`src/common/cpfl_pkg.sv`:
```
package cpfl_pkg;

  // clock rate and interrupt pulse width
  localparam int unsigned CLK_HZ = 50_000_000;
  localparam int unsigned INT_PULSE_US = 256;
  localparam int unsigned INT_PULSE_CYC = (CLK_HZ / 1_000_000) * INT_PULSE_US;

  // comparator deglitch length in cycles
  localparam int unsigned DEGLITCH_CYC = 8;

  // boost short-circuit retry budget
  localparam logic [2:0] BOOST_RETRY_MAX = 3'h7;
  // off time between boost retries, and soft-start ramp length, in cycles
  localparam logic [7:0] BOOST_RETRY_GAP = 8'h40;
  localparam logic [7:0] BOOST_SS_STEPS = 8'hFF;

  // charge fault field codes
  localparam logic [1:0] FAULT_NONE = 2'h0;
  localparam logic [1:0] FAULT_INPUT = 2'h1;
  localparam logic [1:0] FAULT_THERMAL = 2'h2;

  // apb register byte offsets
  localparam logic [11:0] ADDR_CTRL = 12'h000;
  localparam logic [11:0] ADDR_FAULT = 12'h004;
  localparam logic [11:0] ADDR_STATUS = 12'h008;

  // control register field positions
  localparam int unsigned CTRL_BOOST_EN = 0;
  localparam int unsigned CTRL_CHG_EN = 1;
  localparam int unsigned CTRL_DPM_INT_EN = 2;
  localparam logic [31:0] CTRL_RESET = 32'h0000_0002;

  // fault register field positions
  localparam int unsigned FLT_CHG_LSB = 0;
  localparam int unsigned FLT_BOOST = 2;
  localparam int unsigned FLT_BAT = 3;

  // raw comparator flags from the analog side
  typedef struct packed {
    logic in_ov;        // input above overvoltage threshold
    logic sys_ov;       // system 350 mV above minimum level
    logic boost_short;  // boost output shorted
    logic boost_ov;     // boost output above its overvoltage threshold
    logic temp_reg;     // junction above 110 C
    logic temp_shut;    // junction above 160 C
    logic temp_cool;    // junction 30 C below shutdown point
    logic bat_ov;       // battery 4% above regulation target
    logic bat_depl;     // battery below depletion threshold
    logic bat_oc;       // discharge above battery switch current limit
    logic bat_short;    // battery below short threshold
    logic bat_low;      // battery below low-battery threshold
    logic bat_below_min;// battery below minimum system setting
    logic in_ilim;      // input current above its limit
    logic in_vlim;      // input voltage below its limit
    logic sys_below_bat;// system below battery voltage
    logic chg_zero;     // charge current at zero
    logic in_present;   // input source plugged in
    logic chg_done;     // charge terminated
    logic ship_exit;    // shipping-mode exit event
  } cpfl_cmp_t;

  localparam int unsigned CMP_W = $bits(cpfl_cmp_t);

  // power stage and regulation controls
  typedef struct packed {
    logic conv_on;        // converter may switch
    logic sys_sink;       // system discharge sink on
    logic batsw_on;       // battery switch on
    logic batsw_linear;   // battery switch in linear mode
    logic batsw_vds_reg;  // battery switch gate holds minimum drop
    logic chg_on;         // charging allowed
    logic chg_reduce;     // lower charge current
    logic term_block;     // charge termination suppressed
    logic timer_half;     // safety timer at half rate
    logic sys_track_bat;  // system held just above battery
    logic sys_track_min;  // system held above minimum setting
    logic boost_on;       // boost switching
    logic [7:0] boost_ramp; // soft-start level
    logic [1:0] ichg_sel; // 0 fast, 1 precharge, 2 short current
  } cpfl_ctl_t;

  // boost supervisor states
  typedef enum logic [2:0] {
    BST_OFF,
    BST_RAMP,
    BST_RUN,
    BST_RETRY
  } cpfl_bst_t;

endpackage

```
`src/cpfl_top.sv`:
```
// Implementation choices: the register addresses and the APB interface to the registers.
`timescale 1ns/1ps

// Contract
// - input overvoltage stops converter, auto resumes
// - input overvoltage sets fault code, interrupts
// - system overvoltage stops converter, enables sink
// - boost enable ramps output via soft-start
// - boost short retries seven times, then faults
// - boost fault cleared by boost re-enable
// - boost overvoltage disables boost, faults, interrupts
// - thermal regulation reduces current, flags status
// - buck shutdown cuts converter, switch; recovers
// - boost shutdown clears enable, switch recovers
// - battery overvoltage stops charge, flags, interrupts
// - depletion latches switch off until plug-in
// - recovery charges short, then precharge current
// - overcurrent latches switch off until ship exit
// - low battery: linear switch, status bit
// - charge off or done: system tracks battery
// - input limit reduces charge current
// - input limit status bits follow limiting
// - zero charge, low system: supplement mode
// - supplement holds drop, exits on depletion
// - each event gives one 256 us pulse, none while a pulse runs
// - faults held, interrupt blocked until read
module cpfl_top
  import cpfl_pkg::*;
(
  input wire logic i_ref_clk,
  input wire logic i_rst,
  input wire cpfl_pkg::cpfl_cmp_t i_cmp,
  input wire logic i_psel,
  input wire logic i_penable,
  input wire logic i_pwrite,
  input wire logic [11:0] i_paddr,
  input wire logic [31:0] i_pwdata,
  output logic [31:0] o_prdata,
  output logic o_pready,
  output logic o_pslverr,
  output cpfl_pkg::cpfl_ctl_t o_ctl,
  output logic o_int_n
);
  import cpfl_pkg::*;

  logic [CMP_W-1:0] cmp_clean;  // deglitched flags
  cpfl_cmp_t c;                 // same flags as a struct
  cpfl_cmp_t c_prev_q;          // previous value, for edge detection
  logic int_fire;               // one-cycle interrupt request
  logic int_busy;               // pulse in progress
  logic int_n_raw;              // pulse generator output

  // register state
  logic [31:0] ctrl_q, ctrl_d;          // software controls
  logic [1:0] chg_fault_q, chg_fault_d; // charge fault field
  logic boost_fault_q, boost_fault_d;   // boost fault flag
  logic battery_fault_flag_q, battery_fault_flag_d;       // battery fault flag
  logic fault_hold_q, fault_hold_d;     // capture held until fault read
  logic dep_latch_q, dep_latch_d;       // overdischarge latch
  logic oc_latch_q, oc_latch_d;         // overcurrent latch
  logic shut_q, shut_d;                 // thermal shutdown in force
  logic supp_q, supp_d;                 // supplement mode
  logic [31:0] prdata_q, prdata_d;
  logic pready_q, pready_d;
  logic pslverr_q, pslverr_d;
  cpfl_ctl_t ctl_q, ctl_d;
  logic int_n_q;

  // boost supervisor state
  cpfl_bst_t bst_q, bst_d;
  logic [2:0] retry_q, retry_d;  // retries spent
  logic [7:0] bcnt_q, bcnt_d;    // ramp level or retry gap timer

  // register access decode, used only for the error response of reads and writes
  function automatic logic is_reg(input logic [11:0] a);
    return (a == ADDR_CTRL) || (a == ADDR_FAULT) || (a == ADDR_STATUS);
  endfunction

  cpfl_deglitch u_deglitch (
    .i_ref_clk(i_ref_clk),
    .i_rst(i_rst),
    .i_raw(i_cmp),
    .o_clean(cmp_clean)
  );

  assign c = cmp_clean;

  cpfl_int_pulse u_int (
    .i_ref_clk(i_ref_clk),
    .i_rst(i_rst),
    .i_fire(int_fire),
    .o_int_n(int_n_raw),
    .o_busy(int_busy)
  );

  logic apb_acc;     // access phase, answered next cycle
  logic wr_ctrl;     // control register write
  logic rd_fault;    // fault register read
  logic boost_rise;  // software set boost enable
  logic ev_in_ov, ev_shut_buck, ev_bat_ov, ev_boost_fail, ev_boost_ov;
  logic ev_other;    // non-fault interrupt events
  logic boost_mode;

  // event detection on flag edges; boost faults on levels while in ramp or run
  always_comb
  begin
    apb_acc = i_psel && i_penable && !pready_q;
    wr_ctrl = apb_acc && i_pwrite && (i_paddr == ADDR_CTRL);
    rd_fault = apb_acc && !i_pwrite && (i_paddr == ADDR_FAULT);
    boost_rise = wr_ctrl && i_pwdata[CTRL_BOOST_EN] && !ctrl_q[CTRL_BOOST_EN];
    boost_mode = (bst_q != BST_OFF);
    ev_in_ov = c.in_ov && !c_prev_q.in_ov;
    ev_shut_buck = c.temp_shut && !c_prev_q.temp_shut && !boost_mode;
    ev_bat_ov = c.bat_ov && !c_prev_q.bat_ov;
    ev_boost_ov = (bst_q == BST_RUN || bst_q == BST_RAMP) && c.boost_ov;
    ev_boost_fail = (bst_q == BST_RUN || bst_q == BST_RAMP) && c.boost_short
                    && (retry_q == BOOST_RETRY_MAX);
    ev_other = (c.chg_done && !c_prev_q.chg_done)
               || (c.in_present && !c_prev_q.in_present)
               || (!c.in_present && c_prev_q.in_present)
               || (ctrl_q[CTRL_DPM_INT_EN]
                   && ((c.in_ilim && !c_prev_q.in_ilim)
                       || (c.in_vlim && !c_prev_q.in_vlim)));
  end

  // boost supervisor: soft-start, short retries, overvoltage and thermal exit
  always_comb
  begin
    bst_d = bst_q;
    retry_d = retry_q;
    bcnt_d = bcnt_q;
    case (bst_q)
      BST_OFF:
      begin
        if (ctrl_q[CTRL_BOOST_EN] && !c.temp_shut)
        begin
          bst_d = BST_RAMP;
          bcnt_d = 8'h0;
          retry_d = 3'h0;
        end
      end
      BST_RAMP:
      begin
        if (bcnt_q == BOOST_SS_STEPS)
          bst_d = BST_RUN;
        else
          bcnt_d = bcnt_q + 8'h1;
      end
      BST_RUN:
      begin
        bcnt_d = BOOST_SS_STEPS;
      end
      BST_RETRY:
      begin
        // boost stays off through the gap so a hard short cools down
        if (bcnt_q == BOOST_RETRY_GAP)
        begin
          bst_d = BST_RAMP;
          bcnt_d = 8'h0;
        end
        else
          bcnt_d = bcnt_q + 8'h1;
      end
      default:
      begin
        bst_d = BST_OFF;
      end
    endcase
    if ((bst_q == BST_RAMP || bst_q == BST_RUN) && c.boost_short)
    begin
      bst_d = BST_RETRY;
      bcnt_d = 8'h0;
      retry_d = retry_q + 3'h1;
    end
    if (!ctrl_q[CTRL_BOOST_EN] || ev_boost_fail || ev_boost_ov || c.temp_shut)
    begin
      bst_d = BST_OFF;
      bcnt_d = 8'h0;
    end
  end

  // control register, fault capture and protection latches
  always_comb
  begin
    ctrl_d = ctrl_q;
    chg_fault_d = chg_fault_q;
    boost_fault_d = boost_fault_q;
    battery_fault_flag_d = battery_fault_flag_q;
    fault_hold_d = fault_hold_q;
    dep_latch_d = dep_latch_q;
    oc_latch_d = oc_latch_q;
    shut_d = shut_q;
    supp_d = supp_q;
    int_fire = 1'b0;
    if (wr_ctrl)
      ctrl_d = i_pwdata & 32'h0000_0007;
    // hardware clears the boost enable on fault or shutdown
    if (ev_boost_fail || ev_boost_ov || (boost_mode && c.temp_shut))
      ctrl_d[CTRL_BOOST_EN] = 1'b0;
    // a fault read releases the capture and reloads what stands now; sets below still win
    if (rd_fault)
    begin
      fault_hold_d = 1'b0;
      chg_fault_d = c.in_ov ? FAULT_INPUT
                    : ((c.temp_shut && !boost_mode) ? FAULT_THERMAL : FAULT_NONE);
      battery_fault_flag_d = c.bat_ov;
    end
    if (boost_rise)
      boost_fault_d = 1'b0;
    if (!fault_hold_q || rd_fault)
    begin
      if (ev_in_ov)
        chg_fault_d = FAULT_INPUT;
      else if (ev_shut_buck)
        chg_fault_d = FAULT_THERMAL;
      if (ev_bat_ov)
        battery_fault_flag_d = 1'b1;
      if (ev_boost_fail || ev_boost_ov)
        boost_fault_d = 1'b1;
      if (ev_in_ov || ev_shut_buck || ev_bat_ov || ev_boost_fail || ev_boost_ov)
      begin
        fault_hold_d = 1'b1;
        int_fire = 1'b1;
      end
    end
    if (ev_other && !int_busy)
      int_fire = 1'b1;
    // thermal shutdown with hysteresis
    if (c.temp_shut)
      shut_d = 1'b1;
    else if (c.temp_cool)
      shut_d = 1'b0;
    // overdischarge latch, set unpowered or in supplement, released only by a plug-in
    if (c.bat_depl && (!c.in_present || supp_q))
      dep_latch_d = 1'b1;
    else if (c.in_present && !c_prev_q.in_present)
      dep_latch_d = 1'b0;
    // overcurrent latch, released only by a shipping-mode exit
    if (c.bat_oc)
      oc_latch_d = 1'b1;
    else if (c.ship_exit)
      oc_latch_d = 1'b0;
    // supplement entry and exit
    if (c.bat_depl)
      supp_d = 1'b0;
    else if (c.chg_zero && c.sys_below_bat && c.in_present)
      supp_d = 1'b1;
    else if (!c.sys_below_bat)
      supp_d = 1'b0;
  end

  // power stage and regulation outputs
  always_comb
  begin
    ctl_d = '0;
    ctl_d.conv_on = c.in_present && !c.in_ov && !c.sys_ov && !shut_q
                    && !boost_mode;
    ctl_d.sys_sink = c.sys_ov;
    ctl_d.batsw_on = !shut_q && !dep_latch_q && !oc_latch_q;
    ctl_d.chg_on = ctrl_q[CTRL_CHG_EN] && !c.bat_ov && !shut_q
                   && c.in_present && !c.in_ov;
    ctl_d.batsw_linear = ctl_d.batsw_on && c.bat_below_min;
    ctl_d.sys_track_min = c.bat_below_min;
    ctl_d.sys_track_bat = !c.bat_below_min
                          && (!ctrl_q[CTRL_CHG_EN] || c.chg_done);
    ctl_d.chg_reduce = c.temp_reg || c.in_ilim || c.in_vlim;
    ctl_d.term_block = ctl_d.chg_reduce;
    ctl_d.timer_half = ctl_d.chg_reduce;
    ctl_d.batsw_vds_reg = supp_q && ctl_d.batsw_on;
    ctl_d.boost_on = (bst_q == BST_RAMP || bst_q == BST_RUN);
    ctl_d.boost_ramp = bcnt_q;
    if (c.bat_short)
      ctl_d.ichg_sel = 2'h2;
    else if (c.bat_low)
      ctl_d.ichg_sel = 2'h1;
    else
      ctl_d.ichg_sel = 2'h0;
  end

  // apb slave: one wait state, so every access answers on its second access edge
  always_comb
  begin
    pready_d = apb_acc;
    pslverr_d = apb_acc && !is_reg(i_paddr);
    prdata_d = 32'h0000_0000;
    if (apb_acc && !i_pwrite)
    begin
      case (i_paddr)
        ADDR_CTRL: prdata_d = ctrl_q;
        ADDR_FAULT: prdata_d = {28'h000_0000, battery_fault_flag_q, boost_fault_q, chg_fault_q};
        ADDR_STATUS: prdata_d = {24'h00_0000, supp_q, dep_latch_q, oc_latch_q,
                                 c.in_ilim, c.in_vlim,
                                 c.bat_below_min, c.temp_reg,
                                 shut_q};
        default: prdata_d = 32'h0000_0000;
      endcase
    end
  end

  // registers
  always_ff @(posedge i_ref_clk)
  begin
    if (i_rst)
    begin
      ctrl_q <= CTRL_RESET;
      chg_fault_q <= FAULT_NONE;
      boost_fault_q <= 1'b0;
      battery_fault_flag_q <= 1'b0;
      fault_hold_q <= 1'b0;
      dep_latch_q <= 1'b0;
      oc_latch_q <= 1'b0;
      shut_q <= 1'b0;
      supp_q <= 1'b0;
      bst_q <= BST_OFF;
      retry_q <= 3'h0;
      bcnt_q <= 8'h0;
      c_prev_q <= '0;
      ctl_q <= '0;
      prdata_q <= 32'h0000_0000;
      pready_q <= 1'b0;
      pslverr_q <= 1'b0;
      int_n_q <= 1'b1;
    end
    else
    begin
      ctrl_q <= ctrl_d;
      chg_fault_q <= chg_fault_d;
      boost_fault_q <= boost_fault_d;
      battery_fault_flag_q <= battery_fault_flag_d;
      fault_hold_q <= fault_hold_d;
      dep_latch_q <= dep_latch_d;
      oc_latch_q <= oc_latch_d;
      shut_q <= shut_d;
      supp_q <= supp_d;
      bst_q <= bst_d;
      retry_q <= retry_d;
      bcnt_q <= bcnt_d;
      c_prev_q <= c;
      ctl_q <= ctl_d;
      prdata_q <= prdata_d;
      pready_q <= pready_d;
      pslverr_q <= pslverr_d;
      int_n_q <= int_n_raw;
    end
  end

  assign o_ctl = ctl_q;
  assign o_prdata = prdata_q;
  assign o_pready = pready_q;
  assign o_pslverr = pslverr_q;
  assign o_int_n = int_n_q;

endmodule

```
`src/cpfl_deglitch.sv`:
```
`timescale 1ns/1ps

// two-flop synchroniser then a stable-count filter per flag
module cpfl_deglitch
  import cpfl_pkg::*;
(
  input wire logic i_ref_clk,
  input wire logic i_rst,
  input wire logic [CMP_W-1:0] i_raw,
  output logic [CMP_W-1:0] o_clean
);

  logic [CMP_W-1:0] meta_q;  // first stage, read only by sync_q
  logic [CMP_W-1:0] sync_q;  // second stage
  logic [CMP_W-1:0] clean_q, clean_d;
  logic [3:0] cnt_q [CMP_W];
  logic [3:0] cnt_d [CMP_W];

  // a flag only moves after it has held its new level for the whole window
  always_comb
  begin
    clean_d = clean_q;
    for (int i = 0; i < CMP_W; i++)
    begin
      cnt_d[i] = 4'h0;
      if (sync_q[i] != clean_q[i])
      begin
        if (cnt_q[i] == 4'(DEGLITCH_CYC - 1))
          clean_d[i] = sync_q[i];
        else
          cnt_d[i] = cnt_q[i] + 4'h1;
      end
    end
  end

  // registers only
  always_ff @(posedge i_ref_clk)
  begin
    if (i_rst)
    begin
      meta_q <= '0;
      sync_q <= '0;
      clean_q <= '0;
      for (int i = 0; i < CMP_W; i++)
        cnt_q[i] <= 4'h0;
    end
    else
    begin
      meta_q <= i_raw;
      sync_q <= meta_q;
      clean_q <= clean_d;
      for (int i = 0; i < CMP_W; i++)
        cnt_q[i] <= cnt_d[i];
    end
  end

  assign o_clean = clean_q;

endmodule

```
`src/cpfl_int_pulse.sv`:
```
`timescale 1ns/1ps

// stretches a one-cycle request into a fixed active-low interrupt pulse
module cpfl_int_pulse
  import cpfl_pkg::*;
(
  input wire logic i_ref_clk,
  input wire logic i_rst,
  input wire logic i_fire,
  output logic o_int_n,
  output logic o_busy
);

  logic [13:0] cnt_q, cnt_d;
  logic int_n_q, int_n_d;

  // requests arriving during a pulse are merged into it
  always_comb
  begin
    cnt_d = cnt_q;
    int_n_d = int_n_q;
    if (cnt_q != 14'h0)
    begin
      cnt_d = cnt_q - 14'h1;
      int_n_d = (cnt_q == 14'h1);
    end
    else if (i_fire)
    begin
      cnt_d = 14'(INT_PULSE_CYC);
      int_n_d = 1'b0;
    end
  end

  always_ff @(posedge i_ref_clk)
  begin
    if (i_rst)
    begin
      cnt_q <= 14'h0;
      int_n_q <= 1'b1;
    end
    else
    begin
      cnt_q <= cnt_d;
      int_n_q <= int_n_d;
    end
  end

  assign o_int_n = int_n_q;
  assign o_busy = (cnt_q != 14'h0);

endmodule

```
`config.mk`:
```
export PLATFORM = sky130hd
export DESIGN_NAME = cpfl_top
export DESIGN_NICKNAME = d
export VERILOG_FILES = /design/src/common/cpfl_pkg.sv /design/src/cpfl_top.sv /design/src/cpfl_deglitch.sv /design/src/cpfl_int_pulse.sv
export SDC_FILE = /design/constraint.sdc
export NUM_CORES = 1
export LEC_CHECK = 0
export ABC_AREA = 1
export ABC_CLOCK_PERIOD_IN_PS = 1500
export BUFFER_PORTS_ARGS = -buffer_cell sky130_fd_sc_hd__buf_2
export CAP_MARGIN = 0
export CORE_ASPECT_RATIO = 1.1
export CORE_MARGIN = 5
export CORE_UTILIZATION = 50
export CTS_CLUSTER_SIZE = 10
export DETAILED_ROUTE_END_ITERATION = 7
export GPL_TIMING_DRIVEN = 0
export PLACE_DENSITY = 0.74
export SETUP_SLACK_MARGIN = 0.05
export SLEW_MARGIN = 0
export SYNTH_ARGS = -nofsm -noshare
export SYNTH_HDL_FRONTEND = slang
export SYNTH_SLANG_ARGS = --single-unit
export TNS_END_PERCENT = 5
```
`constraint.sdc`:
```
create_clock -name i_ref_clk -period 1.5 [get_ports i_ref_clk]
set_input_delay 0.075 -clock i_ref_clk [delete_from_list [all_inputs] [get_ports i_ref_clk]]
set_output_delay 0.075 -clock i_ref_clk [all_outputs]
set_load 0.02 [all_outputs]
```
==> results of run 1 <==
-- stage by stage --
| step | setup WS [ns] | utilization, % | power, W | hold slack [ns] |
|---|---|---|---|---|
| 2_1_floorplan | 0.0582 | - | 0.00788 | 0.182 |
| 3_3_place_gp | -0.109 | 55.6 | 0.00821 | 0.280 |
| 3_5_place_dp | -0.132 | 55.6 | 0.00825 | 0.282 |
| 4_1_cts | -0.0407 | 61.6 | 0.0135 | 0.0254 |
| 5_1_grt | -0.135 | 61.7 | 0.0141 | 0.0465 |
| 6_report | -0.0303 | 61.7 | 0.0134 | 0.0410 |
-- routing by layer --
layer	GRT usage, %	share of wire, %	up-vias	wire length (microns)
met5	0	0	-	0
met4	5.14	2.2	0	402
met3	2.56	4.8	34	856
met2	31.9	49	155	8830
met1	22.3	44	3077	7830
li1	-	-	3575	-
-- worst paths after layout --
kind                                                         end  slack (ns)
worst max-delay path                u_int.cnt_q[12]$_SDFFE_PP0P_       -0.03
worst min-delay path                      ctrl_q[1]$_SDFFE_PP1N_        0.04
worst max register to register      u_int.cnt_q[12]$_SDFFE_PP0P_       -0.03
worst min register to register  u_deglitch.sync_q[12]$_SDFF_PP0_        0.40
-- Yosys cell counts, types with 2 or more instances --
master | count | share of area (%)
o21ai_1 | 2 | 0.11
nand3_2 | 4 | 0.46
a21oi_1 | 38 | 2.2
nand2_4 | 5 | 0.64
nand2_2 | 6 | 0.43
buf_4 | 26 | 2.2
o22ai_1 | 2 | 0.14
o21ai_0 | 37 | 2.1
nor2_1 | 213 | 9.1
o211ai_1 | 2 | 0.17
a21oi_2 | 3 | 0.30
nand2_1 | 121 | 5.2
ha_1 | 31 | 4.4
buf_2 | 8 | 0.46
nor4_1 | 6 | 0.43
a211oi_1 | 4 | 0.34
dfxtp_1 | 218 | 50
inv_1 | 152 | 6.5
xor2_1 | 43 | 4.3
a31oi_1 | 2 | 0.14
nor2_2 | 14 | 1.0
nor3_1 | 7 | 0.40
nor2_4 | 7 | 0.90
nor3b_1 | 23 | 2.0
or2_2 | 2 | 0.14
inv_2 | 5 | 0.21
nand4_1 | 5 | 0.36
nand3_1 | 59 | 3.4
buf_1 | 7 | 0.30
or2_1 | 2 | 0.14
-- cells in the final DEF, fill, tap and decap left out, types with 28 or more instances in the layout --
cell type	count
a21oi_1	38
buf_2	78
buf_4	32
dfxtp_1	212
dlygate4sd3_1	28
inv_1	146
nand2_1	117
nand3_1	59
nor2_1	211
o21ai_0	37
xor2_1	43
-- tightest hold or removal path, stage by stage --
cell and delay (ns):
buf_2 0.08, nor2_2 0.03, nand2_2 0.09, nor2_8 0.07, nand4_1 0.08, nand3_1 0.07
-- cell type report --
type                    instances  area, sq um  share of cell area [%]
inverters                     159          608                    5.75
plain buffers                  41          264                    2.49
multi-input cells             674         3700                    35.0
clock buffers                  26          639                    6.04
well taps                     234          293                    2.77
flip-flops and latches        218         4370                    41.3
repair buffers                105          681                    6.43
clock inverters                 1         20.0                   0.189
-- where the power goes --
group          internal, W  total [W]  switching [W]  leakage (nW)
logic             0.000788    0.00205        0.00126          2.79
clock network      0.00299    0.00512        0.00213         0.325
registers          0.00604    0.00623       0.000194          1.77
total              0.00982     0.0134        0.00358          4.88
-- registers in the layout (all words and copies together), names as in the netlist, 2 cells and up --
register	cells
o_ctl	20
retry_q	3
bcnt_q	8
u_deglitch.meta_q	20
bst_q	2
chg_fault_q	2
u_deglitch.sync_q	20
u_int.cnt_q	14
o_prdata	8
c_prev_q	7
u_deglitch.o_clean	20
ctrl_q	3
u_deglitch.cnt_q	80
-- cell families after synthesis --
group / count (synthesis)
flip-flops: 218
adder cells (fa/ha/maj): 31
other: 1
AO/OA/AOI/OAI: 95
XOR/XNOR: 44
AND/OR/NAND/NOR: 480
buffers and inverters: 200
-- timing repair --
action                                 CTS  global route
setup endpoints to repair               22            30
setup buffers                            6             0
pin swaps                                8             6
endpoints found under the hold margin   25             0
hold buffers                            28             0
resized for setup                       19             8
gates cloned                             0             0
==> reports/qor.yml, run 1 <==
status: "complete, but fails checks"
violations: "negative setup slack"
ios: 126
finalNetCount: 1324
r2r_start: "bst_q[0]$_SDFFE_PP0P_"
startpoint: "bst_q[0]$_SDFFE_PP0P_"
vias: 6841
grt_first_pass_wirelength_microns: 29900
fillers: 1490
path_class: "reg -> reg"
cts_buffers: 25
yosysWarnings: 0
die_width_microns: 136
fin_area_sq_um: 10600
hold_viol: 0
worst_slew_pin_slew_ns: 0.743
die_h_microns: 149
cts_tree: "done"
seq_area_frac_synth_pct: 49.7
first_pass_iters: 5
grt_pass1_vias: 6547
max-vdd-ir-drop_uv: 865
powerDensity_nw_per_um2: 1270
cp_num_cells: 10
cts-htree-levels: 1
path_clk_slew_ns: 0.06
synth_cells: 1069
grtUsageTotal_pct: 17.9
min_delay_path_depth: 6
cts_buffer_depth: 3
synthAdderAreaFrac_pct: 4.42
netlist_area_sq_um: 8780
hp-start: "i_paddr[8]"
path_buf_inv: 2
fin_worst_skew_ns: 0.00635
vias_per_cell: 4.69
antenna_cells: 0
path_cells: "inv_2 > ha_4 > nand2_4 > inv_4 > a21oi_4 > nand4_1 > nand2_2 > nand3_4 > nand2_2 > nor2_2"
synth-compound-area-share_pct: 6.14
cp_top_family: "simple AND/OR/NAND/NOR gates"
post_drt_wl_per_cell_microns: 12.3
ant_nets: 0
yosys.area_share.simple_pct: 25.4
r2r_cells: 10
cp.required_ns: 1.88
start_util_pct: 51.2
layout_setup_ws_ns: -0.0303
place.gp.congestion: 0.836
rsz0062_at_grt: "true"
cp.arrival_ns: 1.91
finalSetupViolCount: 3
max_stage_delay_ns: 0.35
place_area_sq_um: 9530
critical_path.most_common_cell: "nand2_2"
drc: 0
wl_microns: 17900
grt_max_degree: 14
drive_above_1_share_pct: 17.9
async_flop_share_pct: 0
first_iter_violations: 331
clkLatencyLatePin_ns: 0.52
gr-total-overflow: 0
hold_path.class: "in -> reg"
leakage_nw: 4.88
synthMuxAreaShare_pct: 0
postSynthAreaPerCell_sq_um: 8.21
cap_violations: 0
slew_viol_final: 0
cts_sinks: 218
ys_seq_elements: 218
start_kind: "flip-flop"
placed_cells: 1397
synth_edf_count: 0
worstPathMaxFanout: 3
die-area_sq_um: 20300
synthToLayoutAreaGrowth_pct: 20.5
dpl.hpwl_microns: 12800
post-route-min-period_ns: 1.53
placementRows: 50
end_kind: "flip-flop"
ys.flop_type: "dfxtp_1"
slowest_stage: "dfxtp_2"
slew_headroom_pct: 50.5
tns_ns: -0.0807
synth_top_family_by_area: "simple AND/OR/NAND/NOR gates"
synth_xor_area_share_pct: 4.39
io_buffers: 71
synth_cell_types: 45
core_area_sq_um: 17100
final_cells: 1458
antenna_found_initial: 0
max_freq_mhz: 653
fin_crit_sh_pct: 102
cts_root_buf: "clkbuf_16"
No activity file was read; power rests on OpenSTA's default activity.
==> inputs of run 2 (changes only) <==
--- a/config.mk
+++ b/config.mk
@@ -5,7 +5,7 @@
 export SDC_FILE = /design/constraint.sdc
 export NUM_CORES = 1
 export LEC_CHECK = 0
-export ABC_AREA = 1
+export ABC_AREA = 0
 export ABC_CLOCK_PERIOD_IN_PS = 1500
 export BUFFER_PORTS_ARGS = -buffer_cell sky130_fd_sc_hd__buf_2
 export CAP_MARGIN = 0
==> run 2 against run 1 <==
  * First-iteration DRC count shrank 15%
  * Sequential share of layout area increased by 1.1 points
  * Final area decreased by 2.5%
  * Wire length fell by 3.5%
  * Clock power shrank 2%
  * The flow still finishes with violations (negative setup slack)
  * Power decreased by 5.8%
  * Critical path type unchanged
  * Via count shrank 9.0%
  * Final cell count fell by 15%
  * Non-clock buffer count up 6
==> reports/qor.yml, run 2 <==
slew_headroom_pct: 40.4  # -10 points
synth_cell_types: 59  # +31%
first_iter_violations: 281  # -15%
start_util_pct: 51.2  # about the same
synth.area.top_cells: "dfxtp_1 52%, nor2_1 6.3%, ha_1 4.6%"
finalNetCount: 1131  # -15%
finalSetupViolCount: 17  # +14
die_width_microns: 134  # -1.9%
slew_viol_final: 0  # unchanged
synthTopCellsByCount: "218 x dfxtp_1, 141 x nor2_1, 59 x nor2b_1"
fillers: 1349  # -9.5%
cts-htree-levels: 1  # unchanged
start_kind: "flip-flop"
ant_nets: 0  # unchanged
hold_path.class: "in -> reg"
place.gp.congestion: 0.809  # -3.2%
drc: 0  # unchanged
holdPathEnd: "bcnt_q[6]$_SDFFE_PP0P_"
violations: "negative setup slack"
max-vdd-ir-drop_uv: 799  # -7.6%
end_kind: "flip-flop"
rsz0062_at_grt: "true"
cts_buffers: 25  # unchanged
multi_input_area_sq_um: 3920  # +5.8%
seq_area_frac_synth_pct: 51.8  # +2.1 points
cp.required_ns: 1.86  # -0.02 ns
post_drt_wl_per_cell_microns: 14.0  # +14%
grt_max_degree: 13  # -1
synthToLayoutAreaGrowth_pct: 22.5
antenna_found_initial: 0  # unchanged
dpl.hpwl_microns: 11900  # -7.0%
die_h_microns: 146  # -1.9%
ys_seq_elements: 218  # unchanged
cts_sinks: 218  # unchanged
drive_above_1_share_pct: 19.5  # +1.6 points
most-common-layout-cells: "209 x dfxtp_1, 139 x nor2_1, 71 x buf_2"
die-area_sq_um: 19500  # -3.8%
tns_ns: -7.78  # -7.70 ns
synth_top_cell_by_area: "dfxtp_1"
cts_buffer_depth: 3  # unchanged
grt_pass1_vias: 6099  # -6.8%
path_class: "reg -> reg"
post-route-min-period_ns: 2.17  # +0.635 ns
place_ws_ns: -0.815  # -0.683 ns
seqCellArea_sq_um: 4380  # +0.20%
status: "complete, but fails checks"
postSynthAreaPerCell_sq_um: 9.58  # +17%
cp.arrival_ns: 2.52  # +0.61 ns
netlist_area_sq_um: 8420  # -4.1%
largest_register_ffs: 80  # unchanged
gr-total-overflow: 0  # unchanged
synth_top_area_share_pct: 51.8  # +2.1 points
hp-start: "i_rst"
r2r_setup_slack_ns: -0.67  # -0.64 ns
layout_commonest_cell: "dfxtp_1"
placementRows: 49  # -2.0%
powerDensity_nw_per_um2: 1220  # -3.3%
clkLatencyLatePin_ns: 0.51  # about the same
synth_cells: 879  # -18%
first_pass_iters: 4  # -1
io_buffers: 71  # unchanged
max_freq_mhz: 462  # -29%
cts_tree: "done"
top_register: "u_deglitch.cnt_q"
vias_per_cell: 5.03  # +7.3%
layout_setup_ws_ns: -0.665  # -0.635 ns
r2r_start: "bcnt_q[0]$_SDFFE_PP0P_"
ys.flop_type: "dfxtp_1"
synth.most_common_cell: "dfxtp_1"
hold_viol: 0  # unchanged
wl_microns: 17300  # -3.5%
async_flop_share_pct: 0  # unchanged
synth_edf_count: 0  # unchanged
ios: 126  # unchanged
worst_slew_pin_slew_ns: 0.887  # +0.144 ns
grt_first_pass_wirelength_microns: 28800  # -3.9%
antenna_cells: 0  # unchanged
fin_worst_skew_ns: 0.00754  # +0.00119 ns
r2r_cells: 8  # -2
cap_violations: 0  # unchanged
min_delay_path_depth: 4  # -2
worstReg2RegEnd: "bcnt_q[2]$_SDFFE_PP0P_"
yosysWarnings: 0  # unchanged
vias: 6222  # -9.0%
core_area_sq_um: 16400  # -4.1%
path_clk_slew_ns: 0.05  # about the same
grtUsageTotal_pct: 17.6  # -0.29 points
fin_crit_sh_pct: 144  # +42 points
leakage_nw: 4.17  # -15%
cts_root_buf: "clkbuf_16"
worstPathMaxFanout: 5  # +2
run 2: cell types whose count changed in the layout (fill, tap and decap cells not counted), sizes merged, moves of 31 or more:
cell   delta
nor2b    +59
nor2     -94
xnor2    +43
nand2    -95
inv     -122
nand3    -31
run 2: area by class of cell:
class                   count  share of cell area, %
flip-flops and latches    218                   42.5
well taps                 204                   2.47
inverters                  36                   1.31
clock inverters             1                 0.0849
repair buffers            105                   6.63
multi-input cells         598                   38.0
plain buffers              47                   2.90
clock buffers              27                   6.14
run 2: how the worst max path moves through the flow:
| stage | endpoint | cells after the start | startpoint |
|---|---|---|---|
| after floorplan | bcnt_q[3]$_SDFFE_PP0P_ | 8 | bcnt_q[0]$_SDFFE_PP0P_ |
| after global placement | u_int.o_int_n$_SDFFE_PP1P_ | 8 | bst_q[0]$_SDFFE_PP0P_ |
| after detailed placement | u_int.o_int_n$_SDFFE_PP1P_ | 8 | bst_q[0]$_SDFFE_PP0P_ |
| after CTS | bcnt_q[2]$_SDFFE_PP0P_ | 8 | bcnt_q[0]$_SDFFE_PP0P_ |
| after global routing | bcnt_q[7]$_SDFFE_PP0P_ | 8 | bcnt_q[0]$_SDFFE_PP0P_ |
| final | bcnt_q[2]$_SDFFE_PP0P_ | 8 | bcnt_q[0]$_SDFFE_PP0P_ |
run 2: report_power, final:
part	switching (W)	total, W	internal (W)
Sequential	0.000206	0.00623	0.00602
Combinational	0.000705	0.00139	0.000683
Clock	0.00208	0.00501	0.00294
Total	0.00299	0.0126	0.00964
run 2: worst max-delay path, cell delays in order, from the launching register on:
cell and delay [ns]:
dfxtp_2 0.32, inv_2 0.05, ha_1 0.12, or4b_4 0.45, or4b_4 0.50, a21o_1 0.20
buf_6 0.14, a31oi_4 0.16, o22ai_1 0.08
run 2: what timing repair did:
action / in CTS / in global routing
resized for setup: 44 / 30
gates cloned: 1 / 0
endpoints found under the hold margin: 29 / 0
hold buffers: 27 / 0
setup endpoints to repair: 67 / 49
pin swaps: 11 / 7
setup buffers: 6 / 0
run 2: metrics by stage:
| step | hold slack, ns | cell area, sq um | total power (W) | instances | utilization, % |
|---|---|---|---|---|---|
| floorplan | 0.203 | 8510 | 0.00721 | 902 | - |
| global placement | 0.287 | 9120 | 0.00747 | 1177 | 55.5 |
| detailed placement | 0.291 | 9120 | 0.00750 | 1177 | 55.5 |
| CTS | 0.00311 | 10200 | 0.0127 | 1236 | 62.1 |
| global route | 0.0285 | 10300 | 0.0132 | 1236 | 62.8 |
| finish | 0.0185 | 10300 | 0.0126 | 1236 | 62.8 |
run 2: per-layer routing:
layer	part of all wire [%]	global-route usage [%]
met5	0	0
met4	2.1	5.61
met1	45	22.4
met2	49	30.4
met3	4.0	2.92
run 2: cell families after synthesis:
kind of cell	after synthesis	share of synthesized area [%]
adder cells (fa/ha/maj)	31	4.61
AND/OR/NAND/NOR	372	22.7
other	1	0.0445
multiplexers	18	2.18
XOR/XNOR	67	6.97
flip-flops	218	51.8
buffers and inverters	86	5.08
AO/OA/AOI/OAI	86	6.58
